## src/gcr_defs.svh

```systemverilog
`ifndef GCR_DEFS_SVH
`define GCR_DEFS_SVH

`define GCR_OFF_HOLDOVER_MASK   8'h28
`define GCR_OFF_CHIP_VARIANT    8'h29
`define GCR_OFF_ADDR_OVERRIDE   8'h2a
`define GCR_OFF_LOCK_PAD_WAKE   8'h2f
`define GCR_OFF_OSC_OVERRIDE    8'he7
`define GCR_OFF_SOFT_RESET      8'hfe
`define GCR_OFF_PAGE_SELECT     8'hff

`define GCR_RST_BYTE            8'h00

`define GCR_MASK_FIRST          3
`define GCR_MASK_SECOND         2
`define GCR_MASK_THIRD          1
`define GCR_MASK_FOURTH         0

`define GCR_ADDR_EN_BIT         7
`define GCR_ADDR_HI_MSB         6
`define GCR_ADDR_HI_LSB         2
`define GCR_ADDR_DEFAULT        7'h69
`define GCR_ADDR_LOW_BITS       2'h1

`define GCR_LOCK_MSB            7
`define GCR_LOCK_LSB            6
`define GCR_PAD_FAST_BIT        5
`define GCR_WAKE_AUTO_BIT       4
`define GCR_OSC_DECR_BIT        7
`define GCR_SOFT_RESET_BIT      0

`define GCR_GENERIC_PAGE        8'h00
`define GCR_SYNC_STAGES         2

`endif

```

## src/gcr_pkg.sv

```systemverilog
package gcr_pkg;
   typedef logic [7:0] gcr_byte_t;
   typedef logic [6:0] gcr_addr7_t;
   typedef logic [3:0] gcr_loops_t;
endpackage : gcr_pkg

```

## src/gcr_reset_if.sv

```systemverilog
`timescale 1ns/1ps
interface gcr_reset_if;
   logic request;
   logic digital_reset;
   modport bank (output request, input digital_reset);
   modport sync (input request, output digital_reset);
endinterface : gcr_reset_if

```

## src/gcr_config_bank.sv

```systemverilog
`timescale 1ns/1ps
`include "gcr_defs.svh"
// Contract
// [RULE1] A set holdover mask bit blocks the holdover interrupt of the second, third or fourth loop on bits 2, 1, 0.
// [RULE2] Mask bit 3 blocks the first loop's holdover interrupt, and all mask bits reset to zero.
// [RULE3] The slave address is the default 0x69 unless the override enable bit 7 is set.
// [RULE4] With override on, bits 6:2 replace the upper five address bits 11010.
// [RULE5] A lock pattern of 01 or 10 means the fuse memory is locked, 00 or 11 means unlocked.
// [RULE6] With pad fast enable clear the pads are plain open drain without pull-up, and SPI ignores the bit.
// [RULE7] Wake-up bit 4 at zero selects the manual wake-up sequence.
// [RULE8] Writing 0x01 to offset FE asserts the digital reset at once, and the register reads back.
// [RULE9] Writing 0 to bit 0 of offset FE releases the digital reset through a per-domain synchronizer.
// [RULE10] Offset FF is a readable and writable page select on every page.
// [RULE11] After a page write, accesses below FF go to the newly selected page until the next page write.
module gcr_config_bank #(
   parameter int unsigned SYNC_STAGES  = `GCR_SYNC_STAGES,
   parameter logic [7:0]  GENERIC_PAGE = `GCR_GENERIC_PAGE
) (
   input  wire logic                clk_i,
   input  wire logic                reset_i,
   input  wire logic                reg_write_i,
   input  wire logic                reg_read_i,
   input  wire gcr_pkg::gcr_byte_t  reg_addr_i,
   input  wire gcr_pkg::gcr_byte_t  reg_wdata_i,
   input  wire gcr_pkg::gcr_loops_t holdover_event_i,
   input  wire logic                spi_mode_i,
   output gcr_pkg::gcr_byte_t       reg_rdata_o,
   output logic                     reg_rvalid_o,
   output gcr_pkg::gcr_byte_t       page_o,
   output gcr_pkg::gcr_addr7_t      slave_address_o,
   output gcr_pkg::gcr_loops_t      holdover_irq_o,
   output logic                     fuse_locked_o,
   output logic                     pad_fast_mode_enable_o,
   output logic                     manual_wakeup_o,
   output logic                     shared_oscillator_decrement_enable_o,
   output gcr_pkg::gcr_byte_t       chip_variant_o,
   output logic                     digital_reset_o
);
   import gcr_pkg::*;

   gcr_reset_if rst_if ();

   gcr_byte_t  mask_reg,    mask_next;
   gcr_byte_t  variant_reg, variant_next;
   gcr_byte_t  addr_reg,    addr_next;
   gcr_byte_t  pattern_reg, pattern_next;
   gcr_byte_t  osc_reg,     osc_next;
   gcr_byte_t  soft_reg,    soft_next;
   gcr_byte_t  page_reg,    page_next;
   gcr_byte_t  rdata_reg,   rdata_next;
   logic       rvalid_reg,  rvalid_next;
   gcr_addr7_t slave_reg,   slave_next;
   gcr_loops_t irq_reg,     irq_next;
   logic       locked_reg,  locked_next;
   logic       fast_reg,    fast_next;
   logic       manual_reg,  manual_next;
   logic       decr_reg,    decr_next;

   // Offsets below FF exist only while the generic page is selected
   function automatic logic bank_hit(input gcr_byte_t addr, input gcr_byte_t page, input gcr_byte_t off);
      bank_hit = (addr == off) && ((off == `GCR_OFF_PAGE_SELECT) || (page == GENERIC_PAGE)); // RULE10 RULE11
   endfunction : bank_hit

   always_comb
   begin
      mask_next    = mask_reg;
      variant_next = variant_reg;
      addr_next    = addr_reg;
      pattern_next = pattern_reg;
      osc_next     = osc_reg;
      soft_next    = soft_reg;
      page_next    = page_reg;
      rdata_next   = 8'h00;
      rvalid_next  = reg_read_i;
      if (reg_write_i)
      begin
         if (bank_hit(reg_addr_i, page_reg, `GCR_OFF_HOLDOVER_MASK))
            mask_next = reg_wdata_i; // RULE1 RULE2
         if (bank_hit(reg_addr_i, page_reg, `GCR_OFF_CHIP_VARIANT))
            variant_next = reg_wdata_i;
         if (bank_hit(reg_addr_i, page_reg, `GCR_OFF_ADDR_OVERRIDE))
            addr_next = reg_wdata_i; // RULE3 RULE4
         if (bank_hit(reg_addr_i, page_reg, `GCR_OFF_LOCK_PAD_WAKE))
            pattern_next = reg_wdata_i;
         if (bank_hit(reg_addr_i, page_reg, `GCR_OFF_OSC_OVERRIDE))
            osc_next = reg_wdata_i;
         if (bank_hit(reg_addr_i, page_reg, `GCR_OFF_SOFT_RESET))
            soft_next = reg_wdata_i; // RULE8 RULE9
         if (bank_hit(reg_addr_i, page_reg, `GCR_OFF_PAGE_SELECT))
            page_next = reg_wdata_i; // RULE10 RULE11
      end
      // Unmapped offsets and offsets below FF on foreign pages read as zero
      if (reg_read_i)
      begin
         if (bank_hit(reg_addr_i, page_reg, `GCR_OFF_HOLDOVER_MASK))
            rdata_next = mask_reg;
         if (bank_hit(reg_addr_i, page_reg, `GCR_OFF_CHIP_VARIANT))
            rdata_next = variant_reg;
         if (bank_hit(reg_addr_i, page_reg, `GCR_OFF_ADDR_OVERRIDE))
            rdata_next = addr_reg;
         if (bank_hit(reg_addr_i, page_reg, `GCR_OFF_LOCK_PAD_WAKE))
            rdata_next = pattern_reg;
         if (bank_hit(reg_addr_i, page_reg, `GCR_OFF_OSC_OVERRIDE))
            rdata_next = osc_reg;
         if (bank_hit(reg_addr_i, page_reg, `GCR_OFF_SOFT_RESET))
            rdata_next = soft_reg; // RULE8
         if (bank_hit(reg_addr_i, page_reg, `GCR_OFF_PAGE_SELECT))
            rdata_next = page_reg; // RULE10
      end
   end

   // Derived controls lag their register by one clock, keeping every output on a flop
   always_comb
   begin
      irq_next    = holdover_event_i & ~mask_reg[`GCR_MASK_FIRST:`GCR_MASK_FOURTH]; // RULE1 RULE2
      slave_next  = `GCR_ADDR_DEFAULT; // RULE3
      if (addr_reg[`GCR_ADDR_EN_BIT])
      begin
         slave_next = {addr_reg[`GCR_ADDR_HI_MSB:`GCR_ADDR_HI_LSB], `GCR_ADDR_LOW_BITS}; // RULE4
      end
      locked_next = pattern_reg[`GCR_LOCK_MSB] ^ pattern_reg[`GCR_LOCK_LSB]; // RULE5
      fast_next   = pattern_reg[`GCR_PAD_FAST_BIT] & ~spi_mode_i; // RULE6
      manual_next = ~pattern_reg[`GCR_WAKE_AUTO_BIT]; // RULE7
      decr_next   = osc_reg[`GCR_OSC_DECR_BIT];
   end

   // The bank itself is outside the soft reset, else the request would clear itself
   always_ff @(posedge clk_i)
   begin
      if (reset_i)
      begin
         mask_reg    <= `GCR_RST_BYTE; // RULE2
         variant_reg <= `GCR_RST_BYTE;
         addr_reg    <= `GCR_RST_BYTE;
         pattern_reg <= `GCR_RST_BYTE;
         osc_reg     <= `GCR_RST_BYTE;
         soft_reg    <= `GCR_RST_BYTE;
         page_reg    <= `GCR_RST_BYTE;
         rdata_reg   <= 8'h00;
         rvalid_reg  <= 1'b0;
         slave_reg   <= `GCR_ADDR_DEFAULT;
         irq_reg     <= 4'h0;
         locked_reg  <= 1'b0;
         fast_reg    <= 1'b0;
         manual_reg  <= 1'b1;
         decr_reg    <= 1'b0;
      end
      else
      begin
         mask_reg    <= mask_next;
         variant_reg <= variant_next;
         addr_reg    <= addr_next;
         pattern_reg <= pattern_next;
         osc_reg     <= osc_next;
         soft_reg    <= soft_next;
         page_reg    <= page_next;
         rdata_reg   <= rdata_next;
         rvalid_reg  <= rvalid_next;
         slave_reg   <= slave_next;
         irq_reg     <= irq_next;
         locked_reg  <= locked_next;
         fast_reg    <= fast_next;
         manual_reg  <= manual_next;
         decr_reg    <= decr_next;
      end
   end

   assign rst_if.request = soft_reg[`GCR_SOFT_RESET_BIT]; // RULE8

   gcr_reset_sync #(
      .STAGES (SYNC_STAGES)
   ) u_reset_sync (
      .clk_i   (clk_i),
      .reset_i (reset_i),
      .rst_if  (rst_if.sync)
   );

   assign reg_rdata_o                          = rdata_reg;
   assign reg_rvalid_o                         = rvalid_reg;
   assign page_o                               = page_reg;
   assign slave_address_o                      = slave_reg;
   assign holdover_irq_o                       = irq_reg;
   assign fuse_locked_o                        = locked_reg;
   assign pad_fast_mode_enable_o               = fast_reg;
   assign manual_wakeup_o                      = manual_reg;
   assign shared_oscillator_decrement_enable_o = decr_reg;
   assign chip_variant_o                       = variant_reg;
   assign digital_reset_o                      = rst_if.digital_reset;

   mask_gates_irq_a: assert property (@(posedge clk_i) disable iff (reset_i) // RULE1
      !$past(reset_i) |-> holdover_irq_o == ($past(holdover_event_i) & ~$past(mask_reg[3:0])))
      else $error("Holdover interrupt not gated by mask");

   first_loop_mask_a: assert property (@(posedge clk_i) disable iff (reset_i) // RULE2
      mask_reg[`GCR_MASK_FIRST] |=> !holdover_irq_o[3])
      else $error("First loop holdover interrupt leaked through mask");

   mask_reset_a: assert property (@(posedge clk_i) // RULE2
      reset_i |=> mask_reg == 8'h00)
      else $error("Holdover mask not cleared by reset");

   default_addr_a: assert property (@(posedge clk_i) disable iff (reset_i) // RULE3
      !addr_reg[`GCR_ADDR_EN_BIT] |=> slave_address_o == 7'h69)
      else $error("Default slave address not used");

   override_addr_a: assert property (@(posedge clk_i) disable iff (reset_i) // RULE4
      addr_reg[`GCR_ADDR_EN_BIT] |=> slave_address_o == {$past(addr_reg[6:2]), 2'h1})
      else $error("Override slave address wrong");

   fuse_lock_a: assert property (@(posedge clk_i) disable iff (reset_i) // RULE5
      (pattern_reg[7:6] == 2'h1 || pattern_reg[7:6] == 2'h2) |=> fuse_locked_o)
      else $error("Lock pattern not decoded as locked");

   pad_mode_a: assert property (@(posedge clk_i) disable iff (reset_i) // RULE6
      (!pattern_reg[`GCR_PAD_FAST_BIT] || spi_mode_i) |=> !pad_fast_mode_enable_o)
      else $error("Pad fast mode enabled while cleared or in SPI");

   wakeup_sel_a: assert property (@(posedge clk_i) disable iff (reset_i) // RULE7
      !pattern_reg[`GCR_WAKE_AUTO_BIT] |=> manual_wakeup_o)
      else $error("Manual wake-up not selected");

   reset_assert_a: assert property (@(posedge clk_i) disable iff (reset_i) // RULE8
      (reg_write_i && reg_addr_i == 8'hfe && page_reg == GENERIC_PAGE && reg_wdata_i == 8'h01)
      |=> digital_reset_o)
      else $error("Soft reset not asserted after write");

   reset_release_a: assert property (@(posedge clk_i) disable iff (reset_i) // RULE9
      $fell(soft_reg[0]) |-> digital_reset_o ##[1:4] !digital_reset_o)
      else $error("Soft reset release not synchronized");

   page_read_a: assert property (@(posedge clk_i) disable iff (reset_i) // RULE10
      (reg_read_i && reg_addr_i == 8'hff) |=> reg_rvalid_o && reg_rdata_o == $past(page_reg))
      else $error("Page select readback wrong");

   page_route_a: assert property (@(posedge clk_i) disable iff (reset_i) // RULE11
      (reg_write_i && reg_addr_i == 8'h28 && page_reg != GENERIC_PAGE) |=> $stable(mask_reg))
      else $error("Write reached bank on foreign page");
endmodule : gcr_config_bank

```

## src/gcr_reset_sync.sv

```systemverilog
`timescale 1ns/1ps
module gcr_reset_sync #(
   parameter int unsigned STAGES = 2
) (
   input  wire logic   clk_i,
   input  wire logic   reset_i,
   gcr_reset_if.sync   rst_if
);
   logic [STAGES-1:0] sync_reg;
   logic [STAGES-1:0] sync_next;

   // Release walks through the chain so it leaves on a clean edge
   always_comb
   begin
      sync_next = {sync_reg[STAGES-2:0], 1'b0}; // RULE9
      if (reset_i)
      begin
         sync_next = '1;
      end
   end

   // Assertion does not wait for the clock
   always_ff @(posedge clk_i or posedge rst_if.request)
   begin
      if (rst_if.request)
      begin
         sync_reg <= '1; // RULE8
      end
      else
      begin
         sync_reg <= sync_next;
      end
   end

   assign rst_if.digital_reset = sync_reg[STAGES-1];
endmodule : gcr_reset_sync

```

## config.mk

```make
export PLATFORM = sky130hd
export DESIGN_NAME = gcr_config_bank
export DESIGN_NICKNAME = d
export VERILOG_FILES = /design/src/gcr_pkg.sv /design/src/gcr_reset_if.sv /design/src/gcr_config_bank.sv /design/src/gcr_reset_sync.sv
export VERILOG_INCLUDE_DIRS = /design/src
export SDC_FILE = /design/constraint.sdc
export NUM_CORES = 1
export LEC_CHECK = 0
export ABC_CLOCK_PERIOD_IN_PS = 4300
export BUFFER_PORTS_ARGS = -buffer_cell sky130_fd_sc_hd__buf_2
export CAP_MARGIN = 20
export CORE_ASPECT_RATIO = 0.9
export CORE_MARGIN = 2
export CORE_UTILIZATION = 55
export CTS_CLUSTER_DIAMETER = 60
export DETAILED_ROUTE_END_ITERATION = 8
export GPL_TIMING_DRIVEN = 0
export PLACE_DENSITY = 0.8
export REMOVE_ABC_BUFFERS = 1
export SYNTH_ARGS = -nofsm -noshare
export SYNTH_HDL_FRONTEND = slang
export SYNTH_SLANG_ARGS = --single-unit
```

## constraint.sdc

```tcl
create_clock -name clk_i -period 4.3 [get_ports clk_i]
set_clock_uncertainty 0.2 [all_clocks]
set_input_delay 1.29 -clock clk_i [delete_from_list [all_inputs] [get_ports clk_i]]
set_output_delay 1.29 -clock clk_i [all_outputs]
set_load 0.02 [all_outputs]
```

==> results.md <==
- The worst max-slew margin expressed relative to the limit is 30.4%.
- The clock latency at the later pin of the worst-skew pair is roughly 350 ps.
- The relative contribution of sequential cells to total power is between 50 and 60%.
- Counting both buffers and inverters, the worst setup path holds a total of 1.
- In this run the cell area of the synthesized design comes to roughly 3300 µm².
- Timing analysis after detailed placement gives a worst setup slack of slightly below 500 ps.
- The sequential area share after synthesis is between 40% and 50%.
- For this run, the leading register cell type out of synthesis is sky130_fd_sc_hd__dfxtp_1.
- The number of failing hold endpoints at the final stage is 0.
- The share of final-layout standard cells stronger than drive strength 1 is a little under a quarter.
- The clock sink count is 80.
- Row generation in the floorplan step produced 26 rows.
- The path class of the tightest hold or removal check is flip-flop to async pin.
- The kind of cell adding the most delay to the critical path is simple AND/OR/NAND/NOR gates.
- The ratio of total power to cell area is 365 nW/µm².
- The routed via count divided by cell count is 5.80.
- The number of antenna diodes in the final layout is 0.
- The length of routed met3 wiring is slightly below 500 µm.
- The global-route wire length before repair is ~13000 µm.
- The data required time at the worst endpoint is roughly 4300 ps.
- The launch instance of the worst register-to-register path is page_o[7].
- The most common cell after layout, fill and taps aside is sky130_fd_sc_hd__dfxtp_1.
- The die area is just under 7000 µm².
- Across all setup checks in the final design, the least slack found is around 880 ps.
- In this run the number of H-tree levels came out at 3.
- In this run the post-CTS setup repair buffer count came out at 0.
- Traced cell by cell, the critical path runs through buf_2 -> or4_1 -> nor4_4 -> and3_1 -> mux2i_1 -> nor2_1.
- The number of pins exceeding their max-slew limit in the final report is 0.
- The count of buffers inserted at the top-level ports is 63.
- The type of destination of the critical path is a flip-flop.
- The via count of the first global-routing pass is roughly 2600.
- In the layout the commonest cells are sky130_fd_sc_hd__dfxtp_1, sky130_fd_sc_hd__buf_2, sky130_fd_sc_hd__nor2_1.
- In the final routing, the length of wire on met1 measures ~3500 µm.
- The number of resized instances in the post-cts repair step is 0.
- At the end of routability-driven placement, the weighted congestion stood at 0.838.
- The number of nets still failing antenna checks after routing is 0.
- Adding up every negative setup slack in the final design gives 0 ps.
- The width of the die is ~86 µm.
- TritonCTS built the clock tree.
- The share of power burned in combinational logic is 4.8%.
- The static leakage is approximately 1.7 nW.
- The count of TritonRoute iterations in the first routing pass is 4.
- Data arrives at the worst endpoint at about 3500 ps.
- In this run the cell area measured after placement is 3640 µm².
- The maximum clock path buffer count is 2.
- The count of yosys warnings during synthesis is 0.
- For the finished layout, the period the worst path requires is roughly 3400 ps.
- The sum of internal, switching and leakage power is 1.41 mW.
- The initial detailed-routing violation count is approximately 240.
- The HPWL after detailed placement is approximately 5400 µm.
- The number of antenna violations at the first check in global routing came to 0.
- For flop-to-flop paths, the worst setup slack is ~1400 ps.
- From synthesis to final layout, the design area changed by 15.7%.
- The clock network burns about 42% of the power.
- The worst register-to-register path ends at chip_variant_o[5].
- The kind of start point of the critical path is an input port.
- For this run, the slowest stage of the critical path takes 660 ps.
- The internal portion of the total power is ~1.1 mW.
- The routed length per instance is around 16 µm.
- The largest vdd supply drop is 199 µV.
- Setup repair after global routing left no endpoint under its margin.
- The number of buffers inserted by hold repair at cts is 0.
- The master cell of the clock root buffer is sky130_fd_sc_hd__clkbuf_8.
- The number of remaining DRC errors is 0.
- The proportion of synthesized flip-flops having asynchronous set or reset is about 2.5%.
- The final worst-path cycle share is ~80%.
- The distinct cell type count of the synthesized netlist is 44.
- The slowest stage of the critical path is the sky130_fd_sc_hd__or4_1 cell.
- Clock tree synthesis inserted a total of 9 buffers.
- Wires add up to about 7700 µm.
- The post-layout net count is 430.
- The number of filler cells placed in the layout is 487.
- The area of all placed cells without fillers is 3870 µm².
- The remaining global-route overflow is 0.
- Once the floorplan was initialized, standard cells occupied approximately 58% of the core.
- The worst setup path is of the input port to flip-flop kind.
- The uppermost layer routed is met4.
- The met2 wirelength from detailed routing is approximately 3700 µm.
- The placeable core region is 5790 µm².
- The clock transition at the registers of the reported paths is 70 ps.
- The maximum achievable frequency is slightly below 0.3 GHz.
- The depth of the worst register-to-register path is 5.
- The gate count of the mapped netlist is roughly 350.
- The maximum fanout along the worst path is 9.
- The via count is around 2800.
- Max-cap violations in this run came to 0.
- The post-synthesis average cell area is between 9 and 10 µm².
- The switching power is around 0.30 mW.
- The transition time of the tightest slew-check pin is just over 1000 ps.
- In this run, synthesis inferred 0 flip-flops with an integrated enable.
- The die height is about 80 µm.
- Across every metal layer, demand over resource in global routing totals about a quarter.
- The synthesis-stage register bit count is 80.
- During I/O placement, the number of pins put on the boundary was 66.
- The run finished with clean final reports.
- Entering global routing, the biggest net connects between 60 and 70 pins.
- Setup violations remaining at the end of the flow were counted as 0.
- Of the total power, the share spent switching nets is 21.5%.
-- synthesized netlist by cell type, drive strengths merged (6+ instances only) --
cell | count | area [µm²]
dfxtp | 78 | 1560
nor2 | 53 | 206
mux2i | 39 | 390
nand2 | 31 | 116
a21oi | 27 | 135
nand3 | 18 | 90.1
clkbuf | 14 | 52.6
buf | 8 | 60.1
mux2 | 8 | 90.1
o22ai | 8 | 50.1
or4 | 7 | 60.1
nand2b | 6 | 37.5
-- metrics by stage --
stage               hold slack (ps)  instances  utilization [%]
global placement               48.5        463             62.8
CTS                            59.4        479             66.5
floorplan                      20.8        330                -
finish                         59.0        480             66.9
global route                   96.5        480             66.9
detailed placement             49.0        463             62.8
-- per-layer routing --
layer  up-vias  GRT usage [%]
met5         -              0
met1      1339           31.7
met4         0           8.44
met2        91           38.2
li1       1346              -
met3         9           7.26
-- power groups by stage --
stage          clock, mW  combinational (mW)  sequential [mW]
6_report           0.599              0.0684            0.747
5_1_grt            0.637              0.0737            0.747
4_1_cts            0.604              0.0658            0.747
3_3_place_gp           0              0.0646            0.764
3_5_place_dp           0              0.0657            0.764
2_1_floorplan          0              0.0184            0.768
-- logic make-up (layout without fill, tap and decap cells) --
kind of cell,Yosys count,after routing,share of synthesized area (%)
other,2,2,0.224
muxes,47,47,14.3
DFF,80,80,48.2
buffers and inverters,25,83,3.70
and+or+nand+nor,142,142,22.1
AOI/OAI and AO/OA,55,55,11.1
xor gates and xnor gates,1,1,0.262
-- layout make-up --
class,count,area [µm²],area share (%)
Sequential cell,80,1610,41.7
Timing Repair Buffer,64,335,8.66
Clock buffer,13,149,3.84
Inverter,3,11.3,0.291
Clock inverter,3,65.1,1.68
Tap cell,70,87.6,2.26
Multi-Input combinational cell,247,1610,41.6
-- how the worst max path moves through the flow --
| stage | startpoint | depth (start not counted) | slack [ps] | end |
|---|---|---|---|---|
| floorplan | reg_addr_i[2] | 5 | 950 | chip_variant_o[0] |
| global placement | reg_addr_i[2] | 6 | 520 | chip_variant_o[5] |
| detailed placement | reg_addr_i[2] | 6 | 490 | chip_variant_o[0] |
| CTS | reg_addr_i[2] | 6 | 860 | chip_variant_o[0] |
| global route | reg_addr_i[6] | 6 | 770 | chip_variant_o[5] |
| finish | reg_addr_i[2] | 6 | 880 | chip_variant_o[5] |
-- worst reg2reg max path: stages, from the launching register on --
cell and delay (ps):
sky130_fd_sc_hd__dfxtp_1 330, sky130_fd_sc_hd__or4_1 780, sky130_fd_sc_hd__nor4_4 570, sky130_fd_sc_hd__and3_1 590, sky130_fd_sc_hd__mux2i_1 260, sky130_fd_sc_hd__nor2_1 60
Power figures use the tool's default switching activity.
